$ cat config.mk
export PLATFORM = sky130hd
export DESIGN_NAME = core_status_flag_register
export DESIGN_NICKNAME = d
export VERILOG_FILES = /design/src/logic/core_status_pkg.sv /design/src/logic/core_status_flag_register.sv /design/src/logic/flag_alu.sv
export VERILOG_INCLUDE_DIRS = /design/src /design/src/logic
export SDC_FILE = /design/constraint.sdc
export NUM_CORES = 1
export LEC_CHECK = 0
export BUFFER_PORTS_ARGS = -buffer_cell sky130_fd_sc_hd__buf_4
export CORE_UTILIZATION = 52
export CTS_CLUSTER_SIZE = 8
export DETAILED_ROUTE_END_ITERATION = 10
export GPL_TIMING_DRIVEN = 0
export PLACE_DENSITY_LB_ADDON = 0.1
export SYNTH_ARGS = -nofsm -noshare
export SYNTH_HDL_FRONTEND = slang
export SYNTH_SLANG_ARGS = --single-unit
$ cat constraint.sdc
create_clock -name mclk -period 4.6 [get_ports mclk]
set_input_delay 0.46 -clock mclk [delete_from_list [all_inputs] [get_ports mclk]]
set_output_delay 0.46 -clock mclk [all_outputs]
set_load 0.02 [all_outputs]
$ cat src/logic/core_status_params.svh
// Register offsets, status bit positions, reset values and event bits.
`ifndef CORE_STATUS_PARAMS_SVH
`define CORE_STATUS_PARAMS_SVH

// Word indices on the register bus.
`define REG_STATUS_IDX 4'h3
`define REG_IRQ_STATUS_IDX 4'h4
`define REG_IRQ_MASK_IDX 4'h5
`define REG_LAST_RESULT_IDX 4'h6

// In-bank offset at which the status register decodes in every bank.
`define STATUS_BANK_OFFSET 7'h03

// Status bit positions.
`define ST_INDIRECT_BANK 7
`define ST_DIRECT_BANK_HI 6
`define ST_DIRECT_BANK_LO 5
`define ST_WATCHDOG_EXPIRY 4
`define ST_POWERDOWN 3
`define ST_ZERO 2
`define ST_NIBBLE_OVF 1
`define ST_MSB_OVF 0

// Power-up value: expiry and power-down set, all other bits clear.
`define STATUS_RESET 8'h18
`define IRQ_MASK_RESET 4'h0

// Interrupt event bits.
`define EV_WATCHDOG_TIMEOUT 0
`define EV_SLEEP 1
`define EV_WATCHDOG_CLEAR 2
`define EV_FLAG_WRITE_DROPPED 3
`define EV_COUNT 4

`endif

$ cat src/logic/core_status_pkg.sv
// Types shared by the status flag register and its flag ALU.
package core_status_pkg;

   typedef enum logic [4:0] {
      OP_NOP,
      OP_ADD,
      OP_SUB,
      OP_AND,
      OP_IOR,
      OP_XOR,
      OP_MOVF,
      OP_CLR,
      OP_COM,
      OP_INC,
      OP_DEC,
      OP_ROTATE_RIGHT,
      OP_ROTATE_LEFT,
      OP_SWAP,
      OP_BIT_CLEAR,
      OP_BIT_SET,
      OP_MOVE_W,
      OP_WATCHDOG_CLEAR,
      OP_SLEEP
   } alu_op_t;

   typedef struct packed {
      logic valid;
      alu_op_t op;
      logic [7:0] f_operand;
      logic [7:0] w_operand;
      logic [2:0] bit_sel;
      logic dest_file;
      logic [8:0] file_addr;
   } instr_req_t;

   typedef struct packed {
      logic valid;
      logic [7:0] data;
   } instr_rsp_t;

   typedef struct packed {
      logic [7:0] data;
      logic zero;
      logic nibble_ovf;
      logic msb_ovf;
      logic upd_zero;
      logic upd_nibble_ovf;
      logic upd_msb_ovf;
      logic wr_dest;
   } alu_out_t;

endpackage : core_status_pkg

$ cat src/logic/core_status_flag_register.sv
// Core status flag register with bank address forming and bus access.
//
// Decided for this implementation: the Avalon-MM register port.
`include "core_status_params.svh"

// Overview of operation
// - Any instruction except NOP, watchdog clear and sleep may write the status register.
// - Flag-updating instructions cannot write the three flags.
// - Expiry and power-down flags ignore every write.
// - File clear gives 000u u1uu on status.
// - Bit 7 selects indirect bank pair.
// - Bits 6:5 select the direct bank.
// - Direct address is bank bits plus 7-bit offset; indirect is bit 7 plus 8-bit pointer.
// - Watchdog clear or sleep sets expiry flag.
// - Watchdog clear sets, sleep clears power-down flag.
// - Zero flag marks a zero result.
// - Nibble flag is carry out of bit 3.
// - Subtract adds complement; carries are inverted borrows.
// - Rotates load the bit shifted out.
// - Status decodes at all four bank mirrors.
module core_status_flag_register
   import core_status_pkg::*;
#(
   parameter int ADDR_W = 4
)
(
   input wire logic mclk,
   input wire logic sys_rst,
   input wire logic [ADDR_W-1:0] avs_address,
   input wire logic avs_read,
   input wire logic avs_write,
   input wire logic [31:0] avs_writedata,
   input wire logic [3:0] avs_byteenable,
   output logic [31:0] avs_readdata,
   output logic avs_waitrequest,
   input instr_req_t instr,
   input wire logic watchdog_timeout,
   input wire logic [6:0] direct_offset,
   input wire logic [7:0] indirect_pointer,
   output instr_rsp_t rsp,
   output logic [7:0] status_out,
   output logic [8:0] direct_addr,
   output logic [8:0] indirect_addr,
   output logic irq
);

   typedef struct packed {
      logic [7:0] status;
      logic [`EV_COUNT-1:0] irq_pend;
      logic [`EV_COUNT-1:0] irq_mask;
      logic bus_ack;
      logic [31:0] rdata;
      instr_rsp_t rsp;
      logic [8:0] direct_addr;
      logic [8:0] indirect_addr;
   } core_state_t;

   core_state_t q;
   core_state_t d;
   alu_out_t alu;

   logic bus_req;
   logic bus_commit;
   logic [3:0] word_idx;
   logic status_hit;
   logic flags_locked;
   logic [7:0] st;
   logic [`EV_COUNT-1:0] ev;
   logic [`EV_COUNT-1:0] read_clear;

   flag_alu u_flag_alu (
      .op(instr.op),
      .f_operand(instr.f_operand),
      .w_operand(instr.w_operand),
      .bit_sel(instr.bit_sel),
      .carry_in(q.status[`ST_MSB_OVF]),
      .res(alu)
   );

   // A request is answered one cycle after it is first seen; the commit
   // cycle is the one in which waitrequest is low.
   assign bus_req = (avs_read | avs_write) & ~q.bus_ack;
   assign bus_commit = (avs_read | avs_write) & q.bus_ack;
   assign avs_waitrequest = bus_req;
   assign word_idx = 4'(avs_address);

   always_comb begin
      d = q;
      ev = '0;
      read_clear = '0;
      st = q.status;
      status_hit = 1'b0;
      flags_locked = 1'b0;
      d.bus_ack = bus_req;
      d.rsp.valid = 1'b0;

      if (instr.valid) begin
         d.rsp.valid = 1'b1;
         d.rsp.data = alu.data;
         // Only the in-bank offset is compared, so every bank mirror hits.
         status_hit = alu.wr_dest & instr.dest_file
            & (instr.file_addr[6:0] == `STATUS_BANK_OFFSET);
         flags_locked = alu.upd_zero | alu.upd_nibble_ovf
            | alu.upd_msb_ovf;
         if (status_hit) begin
            st[7:5] = alu.data[7:5];
            if (!flags_locked) begin
               st[2:0] = alu.data[2:0];
            end else begin
               ev[`EV_FLAG_WRITE_DROPPED] = 1'b1;
            end
         end
         // Flag logic writes after the data path so that it wins.
         if (alu.upd_zero) begin
            st[`ST_ZERO] = alu.zero;
         end
         if (alu.upd_nibble_ovf) begin
            st[`ST_NIBBLE_OVF] = alu.nibble_ovf;
         end
         if (alu.upd_msb_ovf) begin
            st[`ST_MSB_OVF] = alu.msb_ovf;
         end
         case (instr.op)
            OP_WATCHDOG_CLEAR: begin
               st[`ST_WATCHDOG_EXPIRY] = 1'b1;
               st[`ST_POWERDOWN] = 1'b1;
               ev[`EV_WATCHDOG_CLEAR] = 1'b1;
            end
            OP_SLEEP: begin
               st[`ST_WATCHDOG_EXPIRY] = 1'b1;
               st[`ST_POWERDOWN] = 1'b0;
               ev[`EV_SLEEP] = 1'b1;
            end
            default: begin
            end
         endcase
      end else if (bus_commit && avs_write && avs_byteenable[0]
            && word_idx == `REG_STATUS_IDX) begin
         // A bus write behaves like a move to file: the reset-cause
         // bits stay untouched. It yields to a same-cycle instruction.
         st[7:5] = avs_writedata[7:5];
         st[2:0] = avs_writedata[2:0];
      end

      // The time-out is applied last so it is never lost to an
      // instruction in the same cycle.
      if (watchdog_timeout) begin
         st[`ST_WATCHDOG_EXPIRY] = 1'b0;
         ev[`EV_WATCHDOG_TIMEOUT] = 1'b1;
      end
      d.status = st;

      // Forming addresses from the bank bits and the in-bank offset or the indirect pointer.
      d.direct_addr = {st[`ST_DIRECT_BANK_HI:`ST_DIRECT_BANK_LO],
         direct_offset};
      d.indirect_addr = {st[`ST_INDIRECT_BANK], indirect_pointer};

      if (bus_commit && avs_write && avs_byteenable[0]
            && word_idx == `REG_IRQ_MASK_IDX) begin
         d.irq_mask = avs_writedata[`EV_COUNT-1:0];
      end

      // Only the bits that were returned are cleared, and a new event in
      // the same cycle still sets its bit.
      if (bus_commit && avs_read && word_idx == `REG_IRQ_STATUS_IDX) begin
         read_clear = q.rdata[`EV_COUNT-1:0];
      end
      d.irq_pend = (q.irq_pend & ~read_clear) | ev;

      if (bus_req && avs_read) begin
         case (word_idx)
            `REG_STATUS_IDX: d.rdata = {24'h00_0000, q.status};
            `REG_IRQ_STATUS_IDX:
               d.rdata = {28'h000_0000, q.irq_pend | ev};
            `REG_IRQ_MASK_IDX: d.rdata = {28'h000_0000, q.irq_mask};
            `REG_LAST_RESULT_IDX:
               d.rdata = {23'h00_0000, q.rsp.valid, q.rsp.data};
            default: d.rdata = 32'h0000_0000;
         endcase
      end
   end

   always_ff @(posedge mclk) begin
      if (sys_rst) begin
         q.status <= `STATUS_RESET;
         q.irq_pend <= '0;
         q.irq_mask <= `IRQ_MASK_RESET;
         q.bus_ack <= 1'b0;
         q.rdata <= 32'h0000_0000;
         q.rsp <= '0;
         q.direct_addr <= 9'h000;
         q.indirect_addr <= 9'h000;
      end else begin
         q <= d;
      end
   end

   assign avs_readdata = q.rdata;
   assign rsp = q.rsp;
   assign status_out = q.status;
   assign direct_addr = q.direct_addr;
   assign indirect_addr = q.indirect_addr;
   assign irq = |(q.irq_pend & q.irq_mask);

endmodule : core_status_flag_register

$ cat src/logic/flag_alu.sv
// Combinational ALU that forms an instruction's result and its flags.
module flag_alu
   import core_status_pkg::*;
(
   input alu_op_t op,
   input wire logic [7:0] f_operand,
   input wire logic [7:0] w_operand,
   input wire logic [2:0] bit_sel,
   input wire logic carry_in,
   output alu_out_t res
);

   logic [8:0] sum9;
   logic [4:0] low5;
   logic [7:0] bit_mask;

   always_comb begin
      sum9 = 9'h000;
      low5 = 5'h00;
      bit_mask = 8'h01 << bit_sel;
      res = '0;
      res.wr_dest = 1'b1;
      case (op)
         OP_ADD: begin
            sum9 = {1'b0, f_operand} + {1'b0, w_operand};
            low5 = {1'b0, f_operand[3:0]} + {1'b0, w_operand[3:0]};
            res.upd_nibble_ovf = 1'b1;
            res.upd_msb_ovf = 1'b1;
            res.upd_zero = 1'b1;
         end
         OP_SUB: begin
            // Adding the complement plus one makes both carries read as
            // inverted borrows without a separate borrow chain.
            sum9 = {1'b0, f_operand} + {1'b0, ~w_operand} + 9'h001;
            low5 = {1'b0, f_operand[3:0]} + {1'b0, ~w_operand[3:0]}
               + 5'h01;
            res.upd_nibble_ovf = 1'b1;
            res.upd_msb_ovf = 1'b1;
            res.upd_zero = 1'b1;
         end
         OP_AND: begin
            sum9 = {1'b0, f_operand & w_operand};
            res.upd_zero = 1'b1;
         end
         OP_IOR: begin
            sum9 = {1'b0, f_operand | w_operand};
            res.upd_zero = 1'b1;
         end
         OP_XOR: begin
            sum9 = {1'b0, f_operand ^ w_operand};
            res.upd_zero = 1'b1;
         end
         OP_MOVF: begin
            sum9 = {1'b0, f_operand};
            res.upd_zero = 1'b1;
         end
         OP_CLR: begin
            sum9 = 9'h000;
            res.upd_zero = 1'b1;
         end
         OP_COM: begin
            sum9 = {1'b0, ~f_operand};
            res.upd_zero = 1'b1;
         end
         OP_INC: begin
            sum9 = {1'b0, f_operand} + 9'h001;
            res.upd_zero = 1'b1;
         end
         OP_DEC: begin
            sum9 = {1'b0, f_operand} - 9'h001;
            res.upd_zero = 1'b1;
         end
         OP_ROTATE_RIGHT: begin
            sum9 = {f_operand[0], carry_in, f_operand[7:1]};
            res.upd_msb_ovf = 1'b1;
         end
         OP_ROTATE_LEFT: begin
            sum9 = {f_operand[7], f_operand[6:0], carry_in};
            res.upd_msb_ovf = 1'b1;
         end
         OP_SWAP: sum9 = {1'b0, f_operand[3:0], f_operand[7:4]};
         OP_BIT_CLEAR: sum9 = {1'b0, f_operand & ~bit_mask};
         OP_BIT_SET: sum9 = {1'b0, f_operand | bit_mask};
         OP_MOVE_W: sum9 = {1'b0, w_operand};
         default: res.wr_dest = 1'b0;
      endcase
      res.data = sum9[7:0];
      res.zero = (sum9[7:0] == 8'h00);
      res.nibble_ovf = low5[4];
      res.msb_ovf = sum9[8];
   end

endmodule : flag_alu

# Word-level counts from Yosys, hierarchy flattened
# Index checks and enable logic that the tools add are counted.
[op_classes]
n_addsub = 8
n_eq_ne = 29
muxes = 28
n_reduce_logical = 22
n_shift = 1
bitwise_logic = 22
[ops]
columns = ["cell", "n"]
rows = [
  ["$pmux 9 s15", 1],
  ["$eq 5x4->1 const B", 8],
  ["$pmux 9 s4", 1],
  ["$mux 3", 8],
  ["$not 8->8", 3],
  ["$eq 5x3->1 const B", 4],
  ["$add 8x8->9", 2],
  ["$and 8x8->8", 2],
  ["$or 8x8->8", 2],
  ["$reduce_or 16->1", 1],
  ["$eq 5x5->1 const B", 3],
  ["$mux 1", 13],
  ["$eq 4x3->1 const B", 3],
  ["$add 4x4->5", 2],
  ["$eq 5x2->1 const B", 2],
  ["$pmux 5 s2", 1],
  ["$reduce_or 10->1", 1],
  ["$add 8x1->9 const B", 1],
  ["$add 9x1->9 const B", 1],
  ["$mux 9", 1],
  ["$ne 3x1->1 const B", 3],
  ["$ne 3x3->1 const B", 3],
  ["$reduce_and 3->1", 3],
  ["$sub 8x1->9 const B", 1],
  ["other kinds (22)", 40],
]
[totals]
regBits = 76
input_bits = 95
word_cells = 124

# Depth between registers and ports, before layout
# Gate-level depths: netlist of run 1.
[depth]
ltp_word = 10
depth_mapped = 15
depth_no_buf = 13

# Cells and area by module
# A second synthesis of run 1 with hierarchy kept.
[hier_totals]
cells_unflattened = 594
hier_area_um2 = 4772.1
[modules_own_cells]
columns = ["mod", "seq_area_each_um2", "area_each_um2", "cells_each", "n_inst"]
rows = [
  ["core_status_flag_register", 1001.0, 2727.6, 300, 1],
  ["flag_alu", 0.0, 2044.5, 294, 1],
]

# Worst setup path before layout of run 1
# No wires, ideal clock.
[synth_path]
kind = "input port to flip-flop"
startpoint = "input port instr[33] (netlist bit)"
endpoint = "register q (netlist bit status_out[6])"
stages = 14
t_arrival_ps = 3433
t_required_ps = 4469
slack_ps = 1037
n_path_buf = 1
path_cell_list = "buf_4 > or3b_1 > a21oi_2 > or2_2 > ha_1 > inv_1 > fa_1 > a211oi_1 > o21ai_0 > a21oi_1 > mux2_2 > nor4_1 > nand2b_1 > a21oi_2"
[synth_via]
elab_chain_len = 7
elab_cells_between_ends = 23
classes_between = "16 x eq/ne; 4 x mux; 2 x bitwise; 1 x reduce/logical"
[synth_rtl]
columns = ["item", "line", "text"]
rows = [
  ["from (decl)", "core_status_flag_register.sv:36", "input instr_req_t instr,"],
  ["$eq 5x4->1, or another cell as far along", "flag_alu.sv:23", "case (op)"],
  ["$reduce_or 16->1 (no line)", "n/a", ""],
  ["$mux 1", "flag_alu.sv:23", ""],
  ["$and 1x1->1 (2 in a row)", "core_status_flag_register.sv:101", "status_hit = alu.wr_dest & instr.dest_file"],
  ["$mux 3 *", "core_status_flag_register.sv:105", "if (status_hit) begin"],
  ["$mux 3 *", "core_status_flag_register.sv:97", "if (instr.valid) begin"],
  ["to (decl)", "core_status_flag_register.sv:58", "core_state_t q;"],
]
# Mark *: on every way between the ends. The rest lies on a longest branch, timed or not.
# A chain may end at the register's enable or synchronous reset.

# Worst setup path in the final report of run 1
[layout_path]
startpoint = "input port instr[32] (netlist bit)"
endpoint = "register q (netlist bit status_out[2])"
[layout_via]
elab_chain_len = 7
elab_cells_between_ends = 37
classes_between = "18 x eq/ne; 9 x mux; 4 x bitwise; 6 x reduce/logical"
[layout_rtl]
columns = ["item", "line"]
rows = [
  ["$eq 5x4->1, or another cell as far along", "flag_alu.sv:23"],
  ["$reduce_or 16->1 (no line), or another cell as far along", "n/a"],
  ["$mux 1", "flag_alu.sv:23"],
  ["$and 1x1->1 or $or 1x1->1 (tied branches)", "core_status_flag_register.sv:101, core_status_flag_register.sv:103"],
  ["$and 1x1->1 or $or 1x1->1 (tied branches)", "core_status_flag_register.sv:101, core_status_flag_register.sv:104"],
  ["$ne 3x1->1 (no line) or $ne 3x3->1 (tied branches)", "n/a"],
  ["$reduce_and 3->1 (no line)", "n/a"],
]
# Several ways; a longest one is shown, not always the timed one. The select of a mux whose other input is x is not followed.

==> results.yml, run 1 <==
outcome:
  outcome: "complete, no violations"
detailed_routing:
  detail_route.first_pass.iterations: 5
  route.detailed.drc: 0
  wl_per_cell_um: 18.4
  drt_iter0_markers: 298
  vias_per_cell: 5.90
  num_vias: 5313
  ant_nets: 0
  totalWireLength_mm: 16.6
min_path:
  worstHoldPathType: "in -> reg"
  hold_start: "watchdog_timeout"
  hold_depth: 2
  whs_endpoint: "status_out[4]"
floorplan:
  core_um2: 9240
  die_x_um: 99.7
  dieArea_um2: 9950
  io_pins: 164
  initial_core_util_pct: 53.7
  fp.dieH_um: 99.7
  row_count: 35
global_route:
  track_usage_pct: 32.8
  grt_pass1_wl_mm: 25.4
  grt_max_degree: 17
  antenna_found_initial: 0
  grt_pass1_vias: 4945
  grt-ovfl-total: 0
synth:
  yosys.area_share.simple_pct: 27.6
  synth_seq_cells: 50
  synth_xor_area_share_pct: 3.17
  synth_compound_area_share_pct: 25.1
  synth_top_family_by_area: "simple AND/OR/NAND/NOR gates"
  synth_top_area_share_pct: 20.2
  synth_warnings: 0
  synth_cell_types: 85
  synth_mux_area_share_pct: 1.46
  synth_edf_count: 0
  yosysMostFrequentCell: "buf_4"
  syn_avg_cell_area_um2: 7.86
  yosysSeqAreaShare_pct: 20.2
  synth.area.top_cells: "dfxtp_1 20%, buf_4 11%, ha_1 5.5%"
  syn_area_um2: 4970
  syn_inst: 632
  synth_ff_type: "dfxtp_1"
  synthAdderAreaFrac_pct: 6.35
  asyncSetResetFlopFracSynth_pct: 0
  synthTopCellsByCount: "73 x buf_4, 62 x nor2_1, 50 x dfxtp_1, 32 x nand2_1, 27 x nor2b_1"
  yosys.area.top_type: "dfxtp_1"
timing:
  rsz0062_at_grt: "no"
  setup_slack_ps: 541
  tns_ps: 0
  finalMaxSlewViolations: 0
  tightestPinTransition_ps: 1060
  finalSetupViolCount: 0
  period_needed_ps: 4060
  period_share_pct: 88.2
  fin_worst_skew_ps: 5.80
  finalHoldViolations: 0
  max_freq_mhz: 246
  worst_slew_margin_rel_pct: 27.8
power:
  ir_drop_mv: 0.137
  powerDensity_nw_per_um2: 204
  power_leakage_nw: 2.69
  power.total_w: 0.00125
finish:
  instances_no_fill: 900
  final_area_um2: 6140
  fin_nets: 889
  syn2layout_area_growth_pct: 23.7
  layout-drive-gt1-share_pct: 31.3
  fill_cells: 818
  num_antenna_cells: 0
placement:
  dp_cells: 892
  dp_slack_ps: 252
  dpl_cell_area_um2: 6030
  place.gp.congestion: 1.02
  hpwl_mm: 13.0
  io_buffers: 109
clock_tree:
  numCtsBuffers: 5
  cts_setup_buffers: 0
  cts_buffer_depth: 2
  cts_tree: "built"
  holdBufCountCts: 0
  clk_latency_ps: 310
  cts-resized-gates: 0
  cts_sinks: 50
  htreeDepth: 2
  clk_pin_slew_worst_paths_ps: 90
  cts_root_buffer: "clkbuf_8"
critical_path:
  cpMostUsedCell: "buf_4"
  worst-setup-path-type: "in -> reg"
  critPathLaunchType: "primary input"
  slowest_delay_ps: 490
  worstPathCellList: "buf_4 > buf_4 > or3b_1 > a21oi_2 > or2_2 > ha_1 > inv_1 > fa_1 > a211oi_1 > o21ai_0 > a21oi_1 > mux2_2 > nor4_1 > nand4_1 > o21ai_1"
  path_buf_inv: 3
  slowest_stage: "or3b_1"
  arrival_ps: 4300
  timing.rr.start: "q[59]"
  endpoint_kind: "flip-flop"
  crit_required_ps: 4840
  reg2reg_to: "avs_readdata[6]"
  reg2regPathDepth: 6
  cp_top_family: "simple AND/OR/NAND/NOR gates"
  worstPathMaxFanout: 10
  reg2reg_setup_slack_ps: 2690
flow_run:
  drv_cap: 0
-- cell type report --
type / instances / area, µm² / share of cell area (%)
Multi-Input combinational cell: 480 / 3250 / 52.9
Sequential cell: 50 / 1000 / 16.3
Timing Repair Buffer: 109 / 818 / 13.3
Buffer: 105 / 727 / 11.8
Tap cell: 129 / 161 / 2.63
Inverter: 19 / 71.3 / 1.16
Clock buffer: 5 / 68.8 / 1.12
Clock inverter: 3 / 45.0 / 0.733
-- worst max-delay path by stage --
stage / cells after the start / startpoint / to / slack, ps
2_1_floorplan: 14 / instr[33] / status_out[6] / 1040
3_3_place_gp: 15 / instr[33] / status_out[2] / 290
3_5_place_dp: 15 / instr[33] / status_out[2] / 250
4_1_cts: 15 / instr[33] / status_out[2] / 570
5_1_grt: 15 / instr[32] / status_out[2] / 240
6_report: 15 / instr[32] / status_out[2] / 540
-- per-stage QoR --
stage,utilization (%),hold WS (ps)
final,66.5,357
after global routing,66.5,354
after CTS,66.5,353
after detailed placement,65.2,470
after global placement,65.2,462
after floorplan,-,450
-- worst register-to-register path: cells and delay by family, from the launching register on --
family	cells	cell delay (ps)
and+or+nand+nor	4	1090
buffers and inverters	1	270
DFF	1	360
AOI/OAI and AO/OA	1	130
-- placed cells by master, fill, tap and decap left out, types with 14 or more instances in the layout --
master    count
a21oi_1      24
a22oi_1      18
inv_1        19
nand3_1      18
clkbuf_1     14
nor2b_1      27
nor2_1       62
conb_1       23
buf_4       182
ha_1         22
dfxtp_1      50
nand2_1      32
o21ai_0      26
nor3_1       17
-- where the power goes --
part	total, W	switching [W]	internal (W)
Clock	0.000313	0.000151	0.000162
Combinational	0.000477	0.000271	0.000206
Sequential	0.000462	0.0000124	0.000450
-- logic make-up after synthesis --
logic type,after synthesis
compound gates,163
xor+xnor,18
fa+ha+maj,24
buf+inv,124
flops,50
mux,7
other cells,1
simple gates,245
-- layer usage --
layer	track usage [%]	up-vias	routed length [µm]
li1	-	2489	-
met1	39.4	2464	6490
met2	55.8	304	7930
met3	5.34	56	1320
met4	17.6	0	822
met5	0	-	0
-- sequential cells by signal, indices dropped and copies added, names as in the netlist --
name	flops
rsp	9
direct_addr	7
indirect_addr	8
status_out	8
avs_readdata	9
q	9
No activity file was read; power rests on OpenSTA's default activity.
==> run 2: changes to the inputs <==
--- a/config.mk
+++ b/config.mk
@@ -7,6 +7,7 @@
 export NUM_CORES = 1
 export LEC_CHECK = 0
 export BUFFER_PORTS_ARGS = -buffer_cell sky130_fd_sc_hd__buf_4
+export CORE_MARGIN = 2
 export CORE_UTILIZATION = 52
 export CTS_CLUSTER_SIZE = 8
 export DETAILED_ROUTE_END_ITERATION = 10
==> constraint.sdc (replaced) <==
create_clock -name mclk -period 4.6 [get_ports mclk]
set_input_delay 0.92 -clock mclk [delete_from_list [all_inputs] [get_ports mclk]]
set_output_delay 0.92 -clock mclk [all_outputs]
set_load 0.02 [all_outputs]
==> run 2 against run 1 <==
Clock power shrank 16%. Combinational power is essentially flat. Count of clock-buffer cells in the layout is the same. Maximum frequency shrank 6.1%. Register-to-register slack is essentially flat. Largest power group unchanged. Critical path depth is the same. Largest cell class unchanged. Sequential share of layout area is the same. Non-clock buffer count is the same. Cell count is the same. Via count shrank 0.73%. Setup slack lost 260 ps.
==> results.yml, run 2 (same netlist as run 1, synthesis figures left out) <==
placement:
  io_buffers: 109
  place.gp.congestion: 1.04
  hpwl_mm: 13.2
  dp_cells: 892
global_route:
  grt_util_met1_pct: 38.3
  use_met2_pct: 55.5
  grt_pass1_wl_mm: 25.4
  track_usage_pct: 31.7
  grt_max_degree: 18
  grt-ovfl-total: 0
  grt_pass1_vias: 4894
  grt_util_met3_pct: 3.66
  grt.busiest_layer: "met2"
  antenna_found_initial: 0
timing:
  max_freq_mhz: 231
  tns_ps: 0
  period_share_pct: 93.9
  fin_worst_skew_ps: 7.68
  finalSetupViolCount: 0
  tightestPinTransition_ps: 966
  rsz0062_at_grt: "no"
  finalHoldViolations: 0
  finalMaxSlewViolations: 0
  worst_slew_margin_rel_pct: 34.0
  period_needed_ps: 4320
critical_path:
  startpoint: "instr[33]"
  cp-endpoint: "status_out[2]"
  worstPathMaxFanout: 10
  crit_required_ps: 4840
  path_buf_inv: 3
  worst-path-stages: 15
  cp_top_family: "simple AND/OR/NAND/NOR gates"
  critPathLaunchType: "primary input"
  timing.rr.start: "q[59]"
  cpMostUsedCell: "buf_4"
  endpoint_kind: "flip-flop"
  reg2reg_setup_slack_ps: 2680
  reg2reg_to: "avs_readdata[7]"
  reg2regPathDepth: 6
  slowest_delay_ps: 490
  arrival_ps: 4560
  worst-setup-path-type: "in -> reg"
  slowest_stage: "or3b_1"
  worstPathCellList: "buf_4 > buf_4 > or3b_1 > a21oi_4 > or2_2 > ha_1 > inv_1 > fa_1 > a211oi_1 > o21ai_0 > a21oi_1 > mux2_2 > nor4_2 > nand4_1 > o21ai_1"
clock_tree:
  cts_buffer_depth: 2
  cts_sinks: 50
  clk_latency_ps: 310
  holdBufCountCts: 0
  htreeDepth: 2
  cts_tree: "built"
  numCtsBuffers: 5
  cts_root_buffer: "clkbuf_8"
  clk_pin_slew_worst_paths_ps: 90
flow_run:
  drv_cap: 0
detailed_routing:
  wl_per_cell_um: 18.6
  drt_iter0_markers: 340
  detail_route.first_pass.iterations: 5
  num_vias: 5274
  route.detailed.drc: 0
  ant_nets: 0
  vias_per_cell: 5.86
  totalWireLength_mm: 16.7
finish:
  layout-drive-gt1-share_pct: 31.4
  layout_common_cells: "182 x buf_4, 62 x nor2_1, 50 x dfxtp_1"
  num_antenna_cells: 0
  syn2layout_area_growth_pct: 23.7
  final-seq-area_um2: 1000
  fill_cells: 793
  layout_commonest_cell: "buf_4"
  fin_util_pct: 66.5
  fin_nets: 889
  instances_no_fill: 900
  multi_input_area_um2: 3270
floorplan:
  die_x_um: 102
  row_count: 35
  initial_core_util_pct: 53.7
  fp.dieH_um: 102
  core_um2: 9240
  io_pins: 164
  dieArea_um2: 10300
power:
  ir_drop_mv: 0.130
  power.internal_w: 0.000766
  switchingPower_w: 0.000439
  power_frac_clock_pct: 21.8
  power.total_w: 0.00121
  power_leakage_nw: 2.69
  powerDensity_nw_per_um2: 196
  p_seq_share_pct: 38.4
  p_sw_share_pct: 36.5
  p_comb_share_pct: 39.8
min_path:
  worstHoldPathType: "reg -> reg"
outcome:
  outcome: "complete, no violations"
## run 2: cell types whose count changed in the layout (fill, tap and decap cells not counted)
cell / delta
a21oi_2: -1
a21oi_4: +1
bufinv_16: -1
clkinv_4: +1
clkinvlp_4: -1
inv_6: +1
nor3b_2: -1
nor3b_4: +1
nor4_1: -1
nor4_2: +1
## run 2: worst min-delay path: stages (launching register included)
cell and delay (ps):
dfxtp_1 330, nand2_1 60, a21oi_1 60
## run 2: power by group through the flow
stage | sequential (W) | combinational, W | clock [W]
global route | 0.000464 | 0.000513 | 0.000281
finish | 0.000462 | 0.000480 | 0.000263
floorplan | 0.000467 | 0.000305 | 0
detailed placement | 0.000472 | 0.000466 | 0
global placement | 0.000471 | 0.000458 | 0
CTS | 0.000462 | 0.000468 | 0.000264
## run 2: final cells by class
cell class / instances / share of cell area (%)
Multi-Input combinational cell: 480 / 53.2
Clock buffer: 5 / 1.12
Tap cell: 129 / 2.63
Inverter: 19 / 1.16
Buffer: 105 / 11.8
Clock inverter: 3 / 0.407
Sequential cell: 50 / 16.3
Timing Repair Buffer: 109 / 13.3
## run 2: what timing repair did
item | in CTS | in global routing
setup endpoints to repair | 0 | 3
setup buffers | 0 | 0
resized for setup | 0 | 3
## run 2: metrics by stage
step	instance area, µm²	setup slack, ps	hold slack [ps]
floorplan	5050	577	450
finish	6140	279	501
global placement	6030	-149	463
global route	6140	46.3	536
CTS	6120	124	503
detailed placement	6030	-185	476
## run 2: worst min path at each step
| stage | startpoint | slack [ps] | end | depth (start not counted) |
|---|---|---|---|---|
| 2_1_floorplan | q[65] | 450 | q[65] | 2 |
| 3_3_place_gp | q[65] | 460 | q[65] | 2 |
| 3_5_place_dp | q[65] | 480 | q[65] | 2 |
| 4_1_cts | q[65] | 500 | q[65] | 2 |
| 5_1_grt | q[65] | 540 | q[65] | 2 |
| 6_report | q[65] | 500 | q[65] | 2 |
## run 2: layer usage
| metal | vias up | share of wire (%) |
|---|---|---|
| met1 | 2447 | 39 |
| met3 | 60 | 7.2 |
| li1 | 2491 | - |
| met5 | - | 0 |
| met4 | 0 | 4.1 |
| met2 | 276 | 49 |
